--- config.mk ---
export PLATFORM = sky130hd
export DESIGN_NAME = radio_mode_sequencer_afc
export DESIGN_NICKNAME = d
export VERILOG_FILES = /design/src/radio_seq_pkg.sv /design/src/bit_timer.sv /design/src/radio_mode_sequencer_afc.sv
export SDC_FILE = /design/constraint.sdc
export NUM_CORES = 1
export LEC_CHECK = 0
export BUFFER_PORTS_ARGS = -buffer_cell sky130_fd_sc_hd__buf_4
export CAP_MARGIN = 20
export CORE_ASPECT_RATIO = 0.7
export CORE_UTILIZATION = 60
export DETAILED_ROUTE_END_ITERATION = 6
export GPL_TIMING_DRIVEN = 0
export HOLD_SLACK_MARGIN = 0.1
export PLACE_DENSITY = 0.8
export SYNTH_ARGS = -nofsm -noshare
export SYNTH_HDL_FRONTEND = slang
export SYNTH_SLANG_ARGS = --single-unit
--- constraint.sdc ---
create_clock -name core_clk_i -period 5.1 [get_ports core_clk_i]
set_input_delay 1.275 -clock core_clk_i [delete_from_list [all_inputs] [get_ports core_clk_i]]
set_output_delay 1.275 -clock core_clk_i [all_outputs]
set_load 0.02 [all_outputs]
--- src/radio_seq_pkg.sv ---
// constants for the radio mode sequencer and frequency correction block
// assumes a 25 MHz core clock and a 32-bit avalon-mm register slave
package radio_seq_pkg;
  localparam int unsigned CLK_HZ = 25000000;
  // register byte offsets
  localparam logic [7:0] OPERATING_MODE_REG_ADDR = 8'h00;
  localparam logic [7:0] CORRECTION_CONTROL_REG_ADDR = 8'h04;
  localparam logic [7:0] CORRECTION_ERROR_CONTROL_REG_ADDR = 8'h08;
  localparam logic [7:0] CORRECTION_BANDWIDTH_REG_ADDR = 8'h0c;
  localparam logic [7:0] CORRECTION_TEST_REG_ADDR = 8'h10;
  localparam logic [7:0] FREQ_ERROR_REG_ADDR = 8'h14;
  localparam logic [7:0] CARRIER_FREQUENCY_LOW_REG_ADDR = 8'h18;
  localparam logic [7:0] TEMP_REG_ADDR = 8'h1c;
  localparam logic [7:0] TIMEOUT_REG_ADDR = 8'h20;
  localparam logic [7:0] STATUS_REG_ADDR = 8'h24;
  localparam logic [7:0] TIMING_REG_ADDR = 8'h28;
  localparam logic [7:0] RX_BW_REG_ADDR = 8'h2c;
  // operating mode register fields
  localparam int MODE_LSB = 2;
  localparam int LISTEN_BIT = 6;
  localparam int BYPASS_BIT = 7;
  // correction error control fields, plus the correction control low index bit
  localparam int LAUNCH_BIT = 2;
  localparam int AUTO_ON_BIT = 3;
  localparam int AUTO_CLEAR_BIT = 4;
  localparam int FREQ_ERR_DONE_BIT = 6;
  localparam int LOW_INDEX_BIT = 5;
  // temp register fields
  localparam int TEMP_LAUNCH_BIT = 8;
  localparam int TEMP_BUSY_BIT = 9;
  // mode encodings
  localparam logic [2:0] MODE_SLEEP = 3'h0;
  localparam logic [2:0] MODE_STANDBY = 3'h1;
  localparam logic [2:0] MODE_SYNTH = 3'h2;
  localparam logic [2:0] MODE_TX = 3'h3;
  localparam logic [2:0] MODE_RX = 3'h4;
  // reset values and the ambient temperature code
  localparam logic [7:0] OPMODE_RESET = 8'h04;
  localparam logic [7:0] RX_BW_RESET = 8'h55;
  localparam logic [7:0] CORR_BW_RESET = 8'h8b;
  localparam logic [15:0] CARRIER_RESET = 16'h0000;
  localparam logic [7:0] TEMP_AMBIENT_CODE = 8'h80;
  // timing
  localparam int unsigned LOW_INDEX_STEP_HZ = 488;
  localparam int unsigned TEMP_MAX_NS = 100000;
  localparam int unsigned TEMP_CYCLES = (TEMP_MAX_NS / 1000) * (CLK_HZ / 1000000) - 1;
  localparam int unsigned FREQ_ERR_BITS = 4;
  localparam int unsigned TIMEOUT_BITS_PER_COUNT = 16;
  localparam int unsigned RX_START_FILTER_DELAYS = 4;
  localparam int unsigned RX_START_DCCUT_DELAYS = 4;
  localparam int unsigned RX_START_RSSI_SAMPLES = 3;
  localparam int unsigned RX_START_CORR_SAMPLES = 2;
  localparam int unsigned RX_START_LOCK_TIMES = 2;
  localparam logic [15:0] BIT_PERIOD_RESET = 16'd20;
  localparam logic [15:0] OSC_WAKE_RESET = 16'd50;
  localparam logic [15:0] SYNTH_WAKE_RESET = 16'd30;
  localparam logic [15:0] TX_START_RESET = 16'd20;
  typedef enum logic [2:0] {
    SEQ_SLEEP = 3'b000,
    SEQ_OSC = 3'b001,
    SEQ_SYNTH = 3'b011,
    SEQ_PA_REG = 3'b010,
    SEQ_PA_RAMP = 3'b110,
    SEQ_ACTIVE = 3'b111
  } seq_state_t;
endpackage

--- src/bit_timer.sv ---
// bit period tick and down counter, reused by several timers
// assumes same clock domain as the caller
`timescale 1ns/1ps
`default_nettype none
module bit_timer
  import radio_seq_pkg::*;
(
  // clock and reset
  input wire logic core_clk_i,
  input wire logic rstn_i,
  // control
  input wire logic load_i,
  input wire logic [19:0] count_i,
  input wire logic [15:0] period_i,
  input wire logic tick_mode_i,
  // status
  output logic done_o,
  output logic busy_o
);
  logic [15:0] div;
  logic [19:0] left;
  logic step;
  assign step = tick_mode_i ? (div == 16'h0000) : 1'b1;
  always_ff @(posedge core_clk_i) begin
    if (!rstn_i || load_i || div == 16'h0000) begin
      div <= period_i;
    end else begin
      div <= div - 16'h0001;
    end
  end
  always_ff @(posedge core_clk_i) begin
    if (!rstn_i) begin
      left <= 20'h00000;
      busy_o <= 1'b0;
      done_o <= 1'b0;
    end else if (load_i) begin
      left <= count_i;
      busy_o <= 1'b1;
      done_o <= 1'b0;
    end else if (busy_o && step) begin
      if (left <= 20'h00001) begin
        busy_o <= 1'b0;
        done_o <= 1'b1;
      end else begin
        left <= left - 20'h00001;
      end
    end else begin
      done_o <= 1'b0;
    end
  end
endmodule
`default_nettype wire

--- src/radio_mode_sequencer_afc.sv ---
// mode sequencer, frequency correction, temperature and receive timeout control
// assumes a synchronous avalon-mm master and analogue status pins from the radio core
//
// Summary of operation
// - finished correction subtracts the correction result from carrier frequency
// - auto correction on: run correction every time receiver is enabled
// - auto correction off: run only when host sets correction launch bit
// - auto clear on: discard previous correction before evaluating, else keep it; the code clears only when auto correction is also on
// - correction phase uses the alternate correction bandwidth setting
// - low index offset equals field times 488 Hz
// - low index on: correct by frequency error plus offset
// - low index startup: front end plus 4 filter, 4 dc, 3 rssi, 2 corr, 2 lock
// - temperature measurement accepted only in standby or synthesizer mode
// - temperature result falls one step per degree rise
// - temperature measurement finishes and clears busy within 100 us
// - no threshold after rx start count times 16 bits raises timeout
// - after threshold, post detect count times 16 bits raises timeout
// - mode field selects sleep, standby, synth, tx, rx with listed blocks
// - listen enable forces listen mode regardless of mode field
// - sequencer wakes blocks in order unless bypass bit set
// - sleep to tx passes standby with oscillator, synth, waits lock
// - tx entry: amplifier regulator, then ramp, then bit clock output
// - synthesizer lock indicator driven on a pin
// - tx wake time is osc wake plus wait for lock plus tx start, minus skipped terms
// - frequency error takes four bits and stores a signed result
//
// Local design decisions: the Avalon-MM slave port and the address map.
`timescale 1ns/1ps
`default_nettype none
module radio_mode_sequencer_afc
  import radio_seq_pkg::*;
(
  // clock and reset
  input wire logic core_clk_i,
  input wire logic rstn_i,
  // avalon-mm slave
  input wire logic [7:0] avs_address_i,
  input wire logic avs_read_i,
  input wire logic avs_write_i,
  input wire logic [31:0] avs_writedata_i,
  output logic [31:0] avs_readdata_o,
  output logic avs_waitrequest_o,
  // radio core status
  input wire logic pll_locked_i,
  input wire logic signal_threshold_flag_i,
  input wire logic [7:0] freq_error_sample_i,
  input wire logic [7:0] temp_sensor_i,
  // radio core controls
  output logic osc_en_o,
  output logic synth_en_o,
  output logic tx_en_o,
  output logic rx_en_o,
  output logic listen_active_o,
  output logic pa_reg_en_o,
  output logic pa_ramp_o,
  output logic tx_bit_clock_out_o,
  output logic [7:0] channel_bw_o,
  output logic [15:0] carrier_frequency_o,
  output logic pll_lock_pin_o,
  output logic rx_timeout_o
);
  // synchronised pins
  logic lock_s1, lock_s2, thr_s1, thr_s2;
  // registers
  logic [7:0] operating_mode_reg, correction_bandwidth_reg, rx_bw;
  logic [7:0] correction_test_reg, freq_error_reg, temp_value;
  logic [15:0] carrier_frequency_low_reg, correction_result;
  logic [7:0] rx_start_timeout_count, post_detect_timeout_count;
  logic [15:0] bit_period, osc_wake_time, synth_wake_time, transmitter_start_time;
  logic auto_correction_enable, auto_clear_enable, low_index_correction_enable;
  logic correction_busy, freq_error_done, temp_in_progress;
  logic [2:0] mode;
  logic sequencer_bypass, periodic_listen_enable;
  seq_state_t state, next_state;
  logic [2:0] active_mode;
  logic rx_on, rx_on_d;
  logic wr, rd;
  logic [19:0] next_wait;
  logic wait_load, wait_busy;
  logic corr_load, corr_done, corr_busy;
  logic to_load, to_done, to_busy, post_phase;
  logic [7:0] temp_count;
  logic [19:0] startup_bits;

  function automatic logic hit(input logic [7:0] a, input logic [7:0] b);
    hit = (a == b);
  endfunction

  assign mode = operating_mode_reg[MODE_LSB +: 3];
  assign periodic_listen_enable = operating_mode_reg[LISTEN_BIT];
  assign sequencer_bypass = operating_mode_reg[BYPASS_BIT];
  assign wr = avs_write_i && !avs_waitrequest_o;
  assign rd = avs_read_i && avs_waitrequest_o;

  // pin synchronisers
  always_ff @(posedge core_clk_i) begin
    if (!rstn_i) begin
      lock_s1 <= 1'b0;
      lock_s2 <= 1'b0;
      thr_s1 <= 1'b0;
      thr_s2 <= 1'b0;
    end else begin
      lock_s1 <= pll_locked_i;
      lock_s2 <= lock_s1;
      thr_s1 <= signal_threshold_flag_i;
      thr_s2 <= thr_s1;
    end
  end

  // one wait state per access
  always_ff @(posedge core_clk_i) begin
    if (!rstn_i) begin
      avs_waitrequest_o <= 1'b1;
    end else begin
      avs_waitrequest_o <= !(avs_waitrequest_o && (avs_read_i || avs_write_i));
    end
  end

  // configuration writes
  always_ff @(posedge core_clk_i) begin
    if (!rstn_i) begin
      operating_mode_reg <= OPMODE_RESET;
      auto_correction_enable <= 1'b0;
      auto_clear_enable <= 1'b0;
      low_index_correction_enable <= 1'b0;
      correction_bandwidth_reg <= CORR_BW_RESET;
      rx_bw <= RX_BW_RESET;
      correction_test_reg <= 8'h00;
      rx_start_timeout_count <= 8'h00;
      post_detect_timeout_count <= 8'h00;
      bit_period <= BIT_PERIOD_RESET;
      osc_wake_time <= OSC_WAKE_RESET;
      synth_wake_time <= SYNTH_WAKE_RESET;
      transmitter_start_time <= TX_START_RESET;
    end else if (wr) begin
      if (hit(avs_address_i, OPERATING_MODE_REG_ADDR)) begin
        operating_mode_reg <= avs_writedata_i[7:0];
      end else if (hit(avs_address_i, CORRECTION_CONTROL_REG_ADDR)) begin
        low_index_correction_enable <= avs_writedata_i[LOW_INDEX_BIT];
      end else if (hit(avs_address_i, CORRECTION_ERROR_CONTROL_REG_ADDR)) begin
        auto_correction_enable <= avs_writedata_i[AUTO_ON_BIT];
        auto_clear_enable <= avs_writedata_i[AUTO_CLEAR_BIT];
      end else if (hit(avs_address_i, CORRECTION_BANDWIDTH_REG_ADDR)) begin
        correction_bandwidth_reg <= avs_writedata_i[7:0];
      end else if (hit(avs_address_i, CORRECTION_TEST_REG_ADDR)) begin
        correction_test_reg <= avs_writedata_i[7:0];
      end else if (hit(avs_address_i, TIMEOUT_REG_ADDR)) begin
        rx_start_timeout_count <= avs_writedata_i[7:0];
        post_detect_timeout_count <= avs_writedata_i[15:8];
      end else if (hit(avs_address_i, TIMING_REG_ADDR)) begin
        osc_wake_time <= avs_writedata_i[15:0];
        synth_wake_time <= avs_writedata_i[31:16];
      end else if (hit(avs_address_i, RX_BW_REG_ADDR)) begin
        rx_bw <= avs_writedata_i[7:0];
        bit_period <= avs_writedata_i[23:8];
        transmitter_start_time <= {8'h00, avs_writedata_i[31:24]};
      end
    end
  end

  // register reads, loaded in the wait cycle so data stands at acceptance
  always_ff @(posedge core_clk_i) begin
    if (!rstn_i) begin
      avs_readdata_o <= 32'h00000000;
    end else if (rd) begin
      if (hit(avs_address_i, OPERATING_MODE_REG_ADDR)) begin
        avs_readdata_o <= {24'h000000, operating_mode_reg};
      end else if (hit(avs_address_i, CORRECTION_CONTROL_REG_ADDR)) begin
        avs_readdata_o <= {26'h0000000, low_index_correction_enable, 5'h00};
      end else if (hit(avs_address_i, CORRECTION_ERROR_CONTROL_REG_ADDR)) begin
        avs_readdata_o <= {25'h0000000, freq_error_done, 1'b0, auto_clear_enable,
                           auto_correction_enable, correction_busy, 2'h0};
      end else if (hit(avs_address_i, CORRECTION_BANDWIDTH_REG_ADDR)) begin
        avs_readdata_o <= {24'h000000, correction_bandwidth_reg};
      end else if (hit(avs_address_i, CORRECTION_TEST_REG_ADDR)) begin
        avs_readdata_o <= {24'h000000, correction_test_reg};
      end else if (hit(avs_address_i, FREQ_ERROR_REG_ADDR)) begin
        avs_readdata_o <= {correction_result, 8'h00, freq_error_reg};
      end else if (hit(avs_address_i, CARRIER_FREQUENCY_LOW_REG_ADDR)) begin
        avs_readdata_o <= {16'h0000, carrier_frequency_low_reg};
      end else if (hit(avs_address_i, TEMP_REG_ADDR)) begin
        avs_readdata_o <= {22'h000000, temp_in_progress, 1'b0, temp_value};
      end else if (hit(avs_address_i, TIMEOUT_REG_ADDR)) begin
        avs_readdata_o <= {16'h0000, post_detect_timeout_count, rx_start_timeout_count};
      end else if (hit(avs_address_i, STATUS_REG_ADDR)) begin
        avs_readdata_o <= {23'h000000, rx_timeout_o, 1'b0, state, active_mode, lock_s2};
      end else if (hit(avs_address_i, TIMING_REG_ADDR)) begin
        avs_readdata_o <= {synth_wake_time, osc_wake_time};
      end else if (hit(avs_address_i, RX_BW_REG_ADDR)) begin
        avs_readdata_o <= {transmitter_start_time[7:0], bit_period, rx_bw};
      end else begin
        avs_readdata_o <= 32'h00000000;
      end
    end
  end

  // wake-up sequencer
  always_comb begin
    next_state = state;
    wait_load = 1'b0;
    next_wait = 20'h00000;
    case (state)
      SEQ_SLEEP: begin
        if (periodic_listen_enable || mode != MODE_SLEEP) begin
          next_state = SEQ_OSC;
          wait_load = 1'b1;
          next_wait = {4'h0, osc_wake_time};
        end
      end
      SEQ_OSC: begin
        if (!wait_busy && !wait_load) begin
          if (mode == MODE_SLEEP && !periodic_listen_enable) begin
            next_state = SEQ_SLEEP;
          end else if (mode == MODE_STANDBY || periodic_listen_enable) begin
            next_state = SEQ_ACTIVE;
          end else begin
            next_state = SEQ_SYNTH;
          end
        end
      end
      SEQ_SYNTH: begin
        if (lock_s2) begin
          if (mode == MODE_TX) begin
            next_state = SEQ_PA_REG;
            wait_load = 1'b1;
            next_wait = {5'h00, transmitter_start_time[15:1]};
          end else begin
            next_state = SEQ_ACTIVE;
          end
        end
      end
      SEQ_PA_REG: begin
        if (!wait_busy) begin
          next_state = SEQ_PA_RAMP;
          wait_load = 1'b1;
          next_wait = {4'h0, transmitter_start_time - {1'b0, transmitter_start_time[15:1]}};
        end
      end
      SEQ_PA_RAMP: begin
        if (!wait_busy && !wait_load) begin
          next_state = SEQ_ACTIVE;
        end
      end
      default: begin
        next_state = SEQ_ACTIVE;
      end
    endcase
  end

  always_ff @(posedge core_clk_i) begin
    if (!rstn_i) begin
      state <= SEQ_SLEEP;
      active_mode <= MODE_SLEEP;
    end else if (sequencer_bypass) begin
      state <= SEQ_ACTIVE;
      active_mode <= mode;
    end else if (state == SEQ_ACTIVE && (mode != active_mode)) begin
      // restart from the deepest block still needed, skipping running ones
      if (mode == MODE_SLEEP) begin
        state <= SEQ_SLEEP;
      end else if (active_mode == MODE_SLEEP) begin
        state <= SEQ_SLEEP;
      end else if (mode == MODE_STANDBY) begin
        state <= SEQ_ACTIVE;
      end else begin
        state <= SEQ_SYNTH;
      end
      active_mode <= (mode == MODE_STANDBY || mode == MODE_SLEEP) ? mode : active_mode;
    end else begin
      state <= next_state;
      if (next_state == SEQ_ACTIVE) begin
        active_mode <= mode;
      end
    end
  end

  bit_timer wait_timer (
    .core_clk_i(core_clk_i),
    .rstn_i(rstn_i),
    .load_i(wait_load),
    .count_i(next_wait),
    .period_i(bit_period),
    .tick_mode_i(1'b0),
    .done_o(),
    .busy_o(wait_busy)
  );

  // block enables per mode
  always_ff @(posedge core_clk_i) begin
    if (!rstn_i) begin
      osc_en_o <= 1'b0;
      synth_en_o <= 1'b0;
      tx_en_o <= 1'b0;
      rx_en_o <= 1'b0;
      listen_active_o <= 1'b0;
      pa_reg_en_o <= 1'b0;
      pa_ramp_o <= 1'b0;
      tx_bit_clock_out_o <= 1'b0;
      pll_lock_pin_o <= 1'b0;
    end else begin
      listen_active_o <= periodic_listen_enable;
      osc_en_o <= !periodic_listen_enable && state != SEQ_SLEEP &&
        !(state == SEQ_ACTIVE && active_mode == MODE_SLEEP);
      synth_en_o <= !periodic_listen_enable && (state == SEQ_SYNTH || state == SEQ_PA_REG ||
                    state == SEQ_PA_RAMP || (state == SEQ_ACTIVE && active_mode >= MODE_SYNTH));
      tx_en_o <= !periodic_listen_enable && state == SEQ_ACTIVE && active_mode == MODE_TX;
      rx_en_o <= rx_on;
      pa_reg_en_o <= !periodic_listen_enable && (state == SEQ_PA_REG || state == SEQ_PA_RAMP ||
                     (state == SEQ_ACTIVE && active_mode == MODE_TX));
      pa_ramp_o <= !periodic_listen_enable && state == SEQ_PA_RAMP;
      tx_bit_clock_out_o <= tx_en_o && !periodic_listen_enable && state == SEQ_ACTIVE &&
        active_mode == MODE_TX && !to_busy && !tx_bit_clock_out_o;
      pll_lock_pin_o <= lock_s2;
    end
  end
  assign rx_on = !periodic_listen_enable && state == SEQ_ACTIVE && active_mode == MODE_RX;

  // frequency correction: error sample over four bits, then subtract
  assign startup_bits = low_index_correction_enable ?
    20'(FREQ_ERR_BITS * RX_START_CORR_SAMPLES + RX_START_FILTER_DELAYS + RX_START_DCCUT_DELAYS +
        RX_START_RSSI_SAMPLES + RX_START_LOCK_TIMES) : 20'(FREQ_ERR_BITS);
  assign corr_load = !corr_busy &&
    ((auto_correction_enable && rx_on && !rx_on_d) ||
     (!auto_correction_enable && wr && hit(avs_address_i, CORRECTION_ERROR_CONTROL_REG_ADDR) &&
      avs_writedata_i[LAUNCH_BIT]));

  bit_timer corr_timer (
    .core_clk_i(core_clk_i),
    .rstn_i(rstn_i),
    .load_i(corr_load),
    .count_i(startup_bits),
    .period_i(bit_period),
    .tick_mode_i(1'b1),
    .done_o(corr_done),
    .busy_o(corr_busy)
  );

  always_ff @(posedge core_clk_i) begin
    if (!rstn_i) begin
      correction_busy <= 1'b0;
      freq_error_done <= 1'b0;
      freq_error_reg <= 8'h00;
      correction_result <= 16'h0000;
      carrier_frequency_low_reg <= CARRIER_RESET;
      rx_on_d <= 1'b0;
    end else begin
      rx_on_d <= rx_on;
      correction_busy <= corr_busy;
      if (corr_load && auto_correction_enable && auto_clear_enable) begin
        carrier_frequency_low_reg <= carrier_frequency_low_reg + correction_result;
        correction_result <= 16'h0000;
      end else if (corr_done) begin
        freq_error_reg <= freq_error_sample_i;
        freq_error_done <= 1'b1;
        // offset in 488 hz steps folded with the signed error
        correction_result <= {{8{freq_error_sample_i[7]}}, freq_error_sample_i} +
          (low_index_correction_enable ? {8'h00, correction_test_reg} : 16'h0000);
        carrier_frequency_low_reg <= carrier_frequency_low_reg -
          ({{8{freq_error_sample_i[7]}}, freq_error_sample_i} +
           (low_index_correction_enable ? {8'h00, correction_test_reg} : 16'h0000));
      end else if (wr && hit(avs_address_i, CARRIER_FREQUENCY_LOW_REG_ADDR)) begin
        carrier_frequency_low_reg <= avs_writedata_i[15:0];
      end
      if (corr_load && !corr_done) begin
        freq_error_done <= 1'b0;
      end
    end
  end

  always_ff @(posedge core_clk_i) begin
    if (!rstn_i) begin
      channel_bw_o <= RX_BW_RESET;
      carrier_frequency_o <= CARRIER_RESET;
    end else begin
      channel_bw_o <= corr_busy ? correction_bandwidth_reg : rx_bw;
      carrier_frequency_o <= carrier_frequency_low_reg;
    end
  end

  // temperature measurement
  always_ff @(posedge core_clk_i) begin
    if (!rstn_i) begin
      temp_in_progress <= 1'b0;
      temp_count <= 8'h00;
      temp_value <= 8'h00;
    end else if (temp_in_progress) begin
      if (temp_count == 8'h00) begin
        temp_in_progress <= 1'b0;
        temp_value <= TEMP_AMBIENT_CODE - temp_sensor_i;
      end else begin
        temp_count <= temp_count - 8'h01;
      end
    end else if (wr && hit(avs_address_i, TEMP_REG_ADDR) && avs_writedata_i[TEMP_LAUNCH_BIT] &&
                 state == SEQ_ACTIVE && !periodic_listen_enable &&
                 (active_mode == MODE_STANDBY || active_mode == MODE_SYNTH)) begin
      temp_in_progress <= 1'b1;
      temp_count <= 8'(TEMP_CYCLES - 1);
    end
  end

  // receive timeout
  assign to_load = (rx_on && !rx_on_d) || (rx_on && post_phase == 1'b0 && thr_s2);
  bit_timer to_timer (
    .core_clk_i(core_clk_i),
    .rstn_i(rstn_i),
    .load_i(to_load),
    .count_i(post_phase || thr_s2 ?
             20'(post_detect_timeout_count) * 20'(TIMEOUT_BITS_PER_COUNT) :
             20'(rx_start_timeout_count) * 20'(TIMEOUT_BITS_PER_COUNT)),
    .period_i(bit_period),
    .tick_mode_i(1'b1),
    .done_o(to_done),
    .busy_o(to_busy)
  );

  always_ff @(posedge core_clk_i) begin
    if (!rstn_i) begin
      post_phase <= 1'b0;
      rx_timeout_o <= 1'b0;
    end else if (!rx_on) begin
      post_phase <= 1'b0;
      rx_timeout_o <= 1'b0;
    end else begin
      if (thr_s2 && !post_phase && !rx_on_d == 1'b0) begin
        post_phase <= 1'b1;
      end
      if (to_done) begin
        rx_timeout_o <= 1'b1;
      end
    end
  end
endmodule
`default_nettype wire

# After elaboration in Yosys (flattened, before gate mapping)
# Cells that the tools add are included.
# W data, S select, Z words.
classes:
  order_cmp: 4
  eq_ne: 29
  mux: 73
  add_sub_neg: 11
  bitwise_logic: 12
  reduce_logical: 111
op_table:
  columns: ["cell", "n"]
  rows:
  - ["$mux W32", 12]
  - ["$mux W20", 9]
  - ["$mux W16", 7]
  - ["$le A20 B1 Y1 const B", 3]
  - ["$sub A20 B1 Y20 const B", 3]
  - ["$mux W3", 17]
  - ["$pmux W16 S3", 1]
  - ["$logic_and A1 B1 Y1", 43]
  - ["$mux W8", 5]
  - ["$eq A8 B5 Y1 const B", 4]
  - ["$eq A8 B6 Y1 const B", 4]
  - ["$logic_not A16 Y1", 2]
  - ["$sub A16 B1 Y16 const B", 2]
  - ["$reduce_and A2 Y1", 11]
  - ["$logic_or A1 B1 Y1", 17]
  - ["$add A16 B16 Y16", 1]
  - ["$eq A8 B4 Y1 const B", 2]
  - ["$logic_not A8 Y1", 2]
  - ["$mux W1", 16]
  - ["$sub A16 B16 Y16", 1]
  - ["$eq A3 B2 Y1 const B", 5]
  - ["$pmux W3 S5", 1]
  - ["$mux W7", 2]
  - ["$eq A3 B3 Y1 const B", 4]
  - ["28 further kinds", 66]
word_totals:
  out_inout_bits: 67
  elab_cells: 292
  inputBits: 62
  ff_bits: 341

# Logic depth before layout (Yosys ltp)
# Gate-level depths: netlist of the first run.
depth:
  word_depth: 13
  mapped_depth: 19

# Hierarchy
# A second synthesis of the first run with hierarchy kept.
hier_totals:
  cells_unflattened: 2301
  hier_area_um2: 18541.5
modules_own_cells:
  columns: ["module", "seq_area_each_um2", "cells_each", "area_per_inst_um2", "n_inst"]
  rows:
  - ["radio_mode_sequencer_afc", 4764.6, 1557, 12483.2, 1]
  - ["bit_timer", 760.7, 248, 2019.4, 3]

# Worst setup path before layout of the first run
# OpenSTA, ideal clock, no wires.
synth_timing:
  path_kind: "in2reg"
  from: "input port freq_error_sample_i[0]"
  to: "register carrier_frequency_low_reg[11]"
  setup_slack_ns: 0.413
  arrival_ns: 4.625
  path_buffers: 0
  required_time_ns: 5.038
  stages: 16
  path_cell_list: "ha_1 -> inv_1 -> fa_1 -> nor2b_1 -> o2111ai_1 -> nand3b_1 -> xnor2_1 -> ha_1 -> and2_1 -> or4b_2 -> o2111ai_1 -> maj3_2 -> o21ai_2 -> mux2i_1 -> or4b_1 -> nand3_1"
synth_via:
  elab_chain_len: 4
synth_rtl:
  columns: ["element", "line", "source"]
  rows:
  - ["from (decl)", "radio_mode_sequencer_afc.sv:46", "input wire logic [7:0] freq_error_sample_i,"]
  - ["$add A8 B9 Y10", "radio_mode_sequencer_afc.sv:359", "({{8{freq_error_sample_i[7]}}, freq_error_sample_i} +"]
  - ["$sub A16 B16 Y16", "radio_mode_sequencer_afc.sv:358", "carrier_frequency_low_reg <= carrier_frequency_low_reg -"]
  - ["$mux W16", "radio_mode_sequencer_afc.sv:352", "end else if (corr_done) begin"]
  - ["$mux W16", "radio_mode_sequencer_afc.sv:349", "if (corr_load && auto_correction_enable && auto_clear_enable) begin"]
  - ["to (signal assigned)", "radio_mode_sequencer_afc.sv:350", "carrier_frequency_low_reg <= carrier_frequency_low_reg + correction_result;"]
  - ["to (signal assigned)", "radio_mode_sequencer_afc.sv:358", null]
  - ["to (signal assigned)", "radio_mode_sequencer_afc.sv:362", "carrier_frequency_low_reg <= avs_writedata_i[15:0];"]
  - ["to (decl)", "radio_mode_sequencer_afc.sv:67", "logic [15:0] carrier_frequency_low_reg, correction_result;"]
# No other way between the ends.
# A chain may end at the register's enable or synchronous reset.

# Final worst setup path of the first run
# Same ends and word-level chain as after synthesis.

==> impl_metrics.env, run 1 <==
export IMPL_start_kind="primary input"
export IMPL_layout_cell_area_non_filler_mm2=0.01941
export IMPL_clockBufferDepth=3
export IMPL_netlist_area_mm2=0.01686
export IMPL_hpwlAfterDp_um=45150
export IMPL_final_setup_skew_ns=0.01728
export IMPL_yosysWarningCount=0
export IMPL_synth_enable_flop_cells=0
export IMPL_worstPathCellList="buf_4 -> ha_1 -> inv_1 -> fa_1 -> nor2b_1 -> o2111ai_1 -> nand3b_1 -> xnor2_1 -> ha_1 -> and2_1 -> or4b_2 -> o2111ai_1 -> maj3_2 -> o21ai_2 -> mux2i_1 -> or4b_1 -> nand3_1"
export IMPL_syn_mean_instance_area_um2=8.061
export IMPL_endpoint_kind="register"
export IMPL_finalHoldViolCount=0
export IMPL_gr_usage_met3=0.1090
export IMPL_registers_top_by_ff_count="avs_readdata_o"
export IMPL_crit_share_post_route=0.9426
export IMPL_route_detailed_vias_per_inst=6.388
export IMPL_worst_hold_slack_ns=0.4366
export IMPL_flip_flop_count_of_the_largest_register_after_layout=32
export IMPL_area_sequential_mm2=0.006706
export IMPL_power_dens_cells_mw_per_mm2=337.4
export IMPL_max_freq_mhz=208.0
export IMPL_postSynthRegisterBits=335
export IMPL_grt_overflow_total=0
export IMPL_synth_top_cells_by_area="sky130_fd_sc_hd__dfxtp_1 40%, sky130_fd_sc_hd__nand2_1 6.7%, sky130_fd_sc_hd__a21oi_1 6.0%"
export IMPL_synth_cell_types=78
export IMPL_fin_total_pwr_uw=6549
export IMPL_fraction_of_final_layout_cells_sized_beyond_drive_strength_1=0.09398
export IMPL_all_layer_gr_usage=0.4122
export IMPL_worstSkewPairLatency_ns=0.53
export IMPL_num_fill_cells=2226
export IMPL_dr_drc_count=0
export IMPL_post_syn_instances=2092
export IMPL_vdd_drop_max_mv=0.2823
export IMPL_setup_viol_count_final=0
export IMPL_grt_met2_usage=0.5990
export IMPL_finalCriticalPeriod_ns=4.807
export IMPL_first_iter_violations=2486
export IMPL_arrival_time_of_data_at_the_critical_path_endpoint_ns=5.27
export IMPL_worstPathRequired_ns=5.57
export IMPL_cp_slowest_cell="sky130_fd_sc_hd__or4b_2"
export IMPL_p_sw_frac=0.2919
export IMPL_tightest_slew_ns=1.239
export IMPL_cts_repair_resized=0
export IMPL_synth_area_leader_cell="sky130_fd_sc_hd__dfxtp_1"
export IMPL_stdcell_count=2641
export IMPL_finalMaxSlewViolations=0
export IMPL_nets=2372
export IMPL_place_area_mm2=0.01826
export IMPL_fp_dieW_um=202.4
export IMPL_mostFrequentLayoutCells="335 x sky130_fd_sc_hd__dfxtp_1, 300 x sky130_fd_sc_hd__nand2_1, 244 x sky130_fd_sc_hd__nor2_1"
export IMPL_leakage_uw=0.007639
export IMPL_pwr_share_clk=0.396
export IMPL_slew_headroom=0.1623
export IMPL_design_die_area_mm2=0.02879
export IMPL_grt_setup_unrepaired="false"
export IMPL_start_util=0.6211
export IMPL_cts_tree="built"
export IMPL_grt_met1_use=0.5831
export IMPL_buffer_ports_inserted=124
export IMPL_design_portCount=129
export IMPL_cp_max_fo=5
export IMPL_tritoncts_num_buffers=34
export IMPL_core_mm2=0.02715
export IMPL_power_combinational_fraction=0.172
export IMPL_num_rows=50
export IMPL_clkSlewWorstSetupHoldPaths_ns=0.06
export IMPL_final_antenna_net_count=0
export IMPL_place_gp_congestion=1.010
export IMPL_flow_area_growth_from_synthesis_pct=15.09
export IMPL_layout_commonest_cell="sky130_fd_sc_hd__dfxtp_1"
export IMPL_maximum_number_of_pins_on_one_net_before_global_route_repair=16
export IMPL_result_of_the_run="completed"
export IMPL_vias_in_the_first_global_route=15340
export IMPL_p_sw_uw=1912
export IMPL_detail_route_first_pass_iterations=6
export IMPL_antenna_found_initial=3
export IMPL_grt_pass1_wl_um=90370
export IMPL_overall_via_count_from_detail_route=16870
export IMPL_path_class="primary input to register"
export IMPL_dpl_cell_count=2581
export IMPL_min_path_type="register to register"
export IMPL_cts_max_level=2
export IMPL_mappedNetlistNets=2209
export IMPL_detail_route_wirelength_um=60360
export IMPL_critPathMaxStageDelay_ns=0.60
export IMPL_yosysSeqAreaShare=0.3977
export IMPL_numClockSinks=335
export IMPL_synth_top_area_share=0.3977
export IMPL_drt_wirelength_per_cell_um=22.86
export IMPL_synth_flop_cell="sky130_fd_sc_hd__dfxtp_1"
export IMPL_clk_root_buffer_cell="sky130_fd_sc_hd__clkbuf_16"
export IMPL_antenna_diode_count=0
export IMPL_grt_busiest_layer="met2"
export IMPL_internal_power_uw=4637
export IMPL_total_area_of_multi_input_combinational_cells_mm2=0.009465
export IMPL_seqPwrFrac=0.432
export IMPL_synth_async_reset_ratio=0
export IMPL_cap_violations=0
export IMPL_die_height_um=142.3
export IMPL_postLayoutCoreUtil=0.7148
-- logic make-up after synthesis --
kind of cell | count (synthesis) | synth area share
flip-flops | 335 | 0.3977
buffers and inverters | 183 | 0.04103
AO/OA/AOI/OAI | 484 | 0.1797
adder cells (fa/ha/maj) | 58 | 0.04444
multiplexers | 72 | 0.04303
XOR/XNOR | 119 | 0.06180
AND/OR/NAND/NOR | 841 | 0.2323
-- layout make-up --
type	count	area share
clock buffer	43	0.04925
tap	364	0.02347
clock inverter	15	0.008961
timing repair buffer	128	0.04964
sequential	335	0.3455
buffer	116	0.02269
multi-input combinational	1574	0.4877
inverter	66	0.01276
-- critical path, delay by kind of cell --
kind                     cells  cell delay, ns
AND/OR/NAND/NOR              6            1.67
adder cells (fa/ha/maj)      4            1.31
AO/OA/AOI/OAI                3            0.48
multiplexers                 1            0.22
buffers and inverters        2            0.16
XOR/XNOR                     1            0.15
-- Yosys cell counts, types with 7 or more instances --
library cell                 n
sky130_fd_sc_hd__a31oi_1    11
sky130_fd_sc_hd__nand2b_1   13
sky130_fd_sc_hd__or4_1      11
sky130_fd_sc_hd__a211oi_1   16
sky130_fd_sc_hd__nor4_1     22
sky130_fd_sc_hd__nor2b_1    20
sky130_fd_sc_hd__a21oi_1   202
sky130_fd_sc_hd__ha_1       51
sky130_fd_sc_hd__o22ai_1    13
sky130_fd_sc_hd__o21ai_0    83
sky130_fd_sc_hd__nor3_1     50
sky130_fd_sc_hd__or2_2       7
sky130_fd_sc_hd__o31ai_1     8
sky130_fd_sc_hd__a222oi_1    7
sky130_fd_sc_hd__xnor2_1    71
sky130_fd_sc_hd__o211ai_1    9
sky130_fd_sc_hd__dfxtp_1   335
sky130_fd_sc_hd__or3_1      22
sky130_fd_sc_hd__nor3b_1     7
sky130_fd_sc_hd__nand3b_1   15
sky130_fd_sc_hd__nand2_1   300
sky130_fd_sc_hd__xor2_1     48
sky130_fd_sc_hd__a311oi_1   13
sky130_fd_sc_hd__a221oi_1   22
sky130_fd_sc_hd__o21a_1      9
sky130_fd_sc_hd__and2_1     32
sky130_fd_sc_hd__and3_1     13
sky130_fd_sc_hd__mux2i_1    68
sky130_fd_sc_hd__inv_1      66
sky130_fd_sc_hd__nor2_1    244
sky130_fd_sc_hd__nand4_1    14
sky130_fd_sc_hd__clkbuf_1  108
sky130_fd_sc_hd__a22oi_1    27
sky130_fd_sc_hd__nand3_1    45
-- power by group through the flow --
stage | combinational (uW) | sequential (uW) | clock, uW
after floorplan | 758 | 2870 | 0
after CTS | 1090 | 2820 | 2590
after detailed placement | 1080 | 2880 | 0
final | 1120 | 2830 | 2600
after global placement | 1050 | 2870 | 0
after global routing | 1210 | 2840 | 2690
-- per-stage QoR --
stage          TNS [ns]  setup slack (ns)
3_5_place_dp    -0.2973           -0.1600
6_report              0            0.2926
2_1_floorplan         0            0.4133
5_1_grt               0            0.1135
3_3_place_gp    -0.1572           -0.1023
4_1_cts               0            0.2854
-- metal layers --
layer | routed length [um] | share of wire | vias to the layer above
met5 | 13 | 0.00022 | -
met4 | 2488 | 0.041 | 2
met3 | 8265 | 0.14 | 192
met2 | 24460 | 0.41 | 1098
met1 | 25130 | 0.42 | 7913
li1 | - | - | 7665
-- path summary, 6_finish.rpt --
check	startpoint	end	slack, ns	cells after the start
worst max register to register	low_index_correction_enable	carrier_frequency_low_reg[11]	0.34	17
worst max-delay path	freq_error_sample_i[0]	carrier_frequency_low_reg[11]	0.29	17
worst min register to register	tx_bit_clock_out_o	tx_bit_clock_out_o	0.44	1
worst min-delay path	tx_bit_clock_out_o	tx_bit_clock_out_o	0.44	1
-- timing repair --
item | in CTS | in global routing
setup buffers | 0 | 0
hold buffers | 0 | 0
setup endpoints to repair | 0 | 3
(Power assumes the default switching activity.)
==> inputs of run 2 (changes only) <==
CELL_PAD_IN_SITES_DETAIL_PLACEMENT = 0   (was not set)
CELL_PAD_IN_SITES_GLOBAL_PLACEMENT = 1   (was not set)
CORE_UTILIZATION = 46   (was 60)
PLACE_DENSITY = not set   (was 0.8)
PLACE_DENSITY_LB_ADDON = 0.1   (was not set)
SLEW_MARGIN = 20   (was not set)
==> run 2 against run 1 <==
Effect of this change: first-iteration DRC count decreased by 24%; setup slack got worse by 0.11 ns; critical path type unchanged; largest power group unchanged; highest routed layer unchanged; die area increased by 30%; fmax decreased by 2.2%; final area increased by 0.99%; sequential share of layout area decreased by 0.33 points; worst hold slack got worse by 0.0022 ns; sequential power about the same; flip-flop and latch count unchanged.
==> impl_metrics.env, run 2 (synthesis gave the netlist of run 1 again) <==
export IMPL_finalHoldViolCount=0
export IMPL_vdd_drop_max_mv=0.2737
export IMPL_cp_slowest_cell="sky130_fd_sc_hd__or4b_2"
export IMPL_min_path_type="register to register"
export IMPL_fin_total_pwr_uw=6628
export IMPL_cp_max_fo=5
export IMPL_die_height_um=162.2
export IMPL_worst_hold_slack_ns=0.4344
export IMPL_cts_max_level=2
export IMPL_dr_drc_count=0
export IMPL_route_detailed_vias_per_inst=5.996
export IMPL_result_of_the_run="completed"
export IMPL_fraction_of_final_layout_cells_sized_beyond_drive_strength_1=0.09518
export IMPL_all_layer_gr_usage=0.3336
export IMPL_core_mm2=0.03599
export IMPL_path_class="primary input to register"
export IMPL_flow_area_growth_from_synthesis_pct=16.23
export IMPL_flip_flop_count_of_the_largest_register_after_layout=32
export IMPL_postLayoutCoreUtil=0.5445
export IMPL_worstPathCellList="buf_4 -> ha_1 -> inv_1 -> fa_1 -> nor2b_1 -> o2111ai_1 -> nand3b_1 -> xnor2_1 -> ha_1 -> and2_1 -> or4b_2 -> o2111ai_1 -> maj3_2 -> o21ai_2 -> a2111oi_0 -> a311oi_1 -> o22ai_1"
export IMPL_tritoncts_num_buffers=36
export IMPL_start_util=0.4685
export IMPL_critPathMaxStageDelay_ns=0.60
export IMPL_detail_route_wirelength_um=63260
export IMPL_arrival_time_of_data_at_the_critical_path_endpoint_ns=5.38
export IMPL_critical_path_reg2reg_startpoint="low_index_correction_enable"
export IMPL_buffer_ports_inserted=124
export IMPL_whs_path_depth=1
export IMPL_grt_pass1_wl_um=93940
export IMPL_registers_top_by_ff_count="avs_readdata_o"
export IMPL_first_iter_violations=1898
export IMPL_tightest_slew_ns=1.117
export IMPL_cap_violations=0
export IMPL_worstPathRequired_ns=5.56
export IMPL_start_kind="primary input"
export IMPL_place_area_mm2=0.01840
export IMPL_clk_root_buffer_cell="sky130_fd_sc_hd__clkbuf_16"
export IMPL_total_area_of_multi_input_combinational_cells_mm2=0.009483
export IMPL_clockBufferDepth=3
export IMPL_slew_headroom=0.2552
export IMPL_hold_path_endpoint="lock_s2"
export IMPL_design_portCount=129
export IMPL_antenna_found_initial=2
export IMPL_ff2ff_setup_slack_ns=0.35
export IMPL_leakage_uw=0.007660
export IMPL_overall_via_count_from_detail_route=16550
export IMPL_endpoint_kind="register"
export IMPL_timing_reg2reg_worst_path_depth=17
export IMPL_design_die_area_mm2=0.03744
export IMPL_layout_cell_area_non_filler_mm2=0.01960
export IMPL_final_antenna_net_count=0
export IMPL_maximum_number_of_pins_on_one_net_before_global_route_repair=14
export IMPL_clkSlewWorstSetupHoldPaths_ns=0.06
export IMPL_finalMaxSlewViolations=0
export IMPL_min_from="lock_s1"
export IMPL_fp_dieW_um=230.9
export IMPL_vias_in_the_first_global_route=15010
export IMPL_setup_viol_count_final=0
export IMPL_mostFrequentLayoutCells="334 x sky130_fd_sc_hd__dfxtp_1, 300 x sky130_fd_sc_hd__nand2_1, 244 x sky130_fd_sc_hd__nor2_1"
export IMPL_worstSkewPairLatency_ns=0.56
export IMPL_area_sequential_mm2=0.006708
export IMPL_num_rows=58
export IMPL_final_setup_skew_ns=0.03661
export IMPL_drt_wirelength_per_cell_um=22.91
export IMPL_hpwlAfterDp_um=47880
export IMPL_detail_route_first_pass_iterations=6
export IMPL_numClockSinks=335
export IMPL_power_dens_cells_mw_per_mm2=338.2
export IMPL_grt_setup_unrepaired="false"
export IMPL_num_fill_cells=3498
export IMPL_cts_tree="built"
export IMPL_max_freq_mhz=203.3
export IMPL_layout_commonest_cell="sky130_fd_sc_hd__dfxtp_1"
export IMPL_grt_overflow_total=0
export IMPL_nets=2370
export IMPL_place_gp_congestion=0.9777
export IMPL_finalCriticalPeriod_ns=4.918
export IMPL_worstReg2RegEnd="carrier_frequency_low_reg[15]"
export IMPL_postCtsSetupRepairBufs=0
export IMPL_crit_share_post_route=0.9643
[run 2: worst max-delay path by stage]
stage | start | end | slack (ns) | depth (start not counted)
after floorplan | freq_error_sample_i[0] | carrier_frequency_low_reg[11] | 0.41 | 16
after global placement | freq_error_sample_i[0] | carrier_frequency_low_reg[14] | -0.20 | 18
after detailed placement | freq_error_sample_i[0] | carrier_frequency_low_reg[11] | -0.23 | 17
after CTS | low_index_correction_enable | carrier_frequency_low_reg[11] | 0.14 | 18
after global routing | freq_error_sample_i[0] | carrier_frequency_low_reg[14] | 0.003 | 18
final | freq_error_sample_i[0] | carrier_frequency_low_reg[15] | 0.18 | 17
[run 2: cell type report]
cell class | count | share of cell area
antenna | 1 | 0.0001277
buffer | 116 | 0.02247
clock buffer | 53 | 0.05547
clock inverter | 12 | 0.005107
inverter | 66 | 0.01264
multi-input combinational | 1574 | 0.4838
sequential | 335 | 0.3422
tap | 480 | 0.03064
timing repair buffer | 124 | 0.04749
[run 2: per-layer routing]
metal	part of all wire	track usage	vias up
met4	0.028	0.1005	2
met1	0.47	0.5134	7889
met2	0.39	0.4580	875
met3	0.11	0.06671	110
met5	0.00021	0	-
li1	-	-	7678
[run 2: worst max-delay path, delay by kind of cell]
| kind | cells | cell delay, ns |
|---|---|---|
| AND/OR/NAND/NOR | 4 | 1.07 |
| AO/OA/AOI/OAI | 6 | 1.33 |
| XOR/XNOR | 1 | 0.14 |
| adder cells (fa/ha/maj) | 4 | 1.37 |
| buffers and inverters | 2 | 0.18 |
[run 2: per-stage QoR]
stage | setup WS (ns) | instances | TNS [ns]
2_1_floorplan | 0.4133 | 2092 | 0
3_3_place_gp | -0.1964 | 2696 | -0.6033
3_5_place_dp | -0.2328 | 2696 | -0.7641
4_1_cts | 0.1442 | 2761 | 0
5_1_grt | 0.003034 | 2760 | 0
6_report | 0.1822 | 2761 | 0
[run 2: timing repair]
action / in CTS / in global routing
endpoints found under the setup margin: 0 / 4
gates resized for setup: 0 / 1
hold buffers: 0 / 0
[run 2: report_power, final]
part | total [uW] | switching [uW] | internal [uW]
sequential | 2830 | 98.8 | 2730
combinational | 1120 | 699 | 418
clock | 2680 | 1150 | 1540
total | 6630 | 1950 | 4680
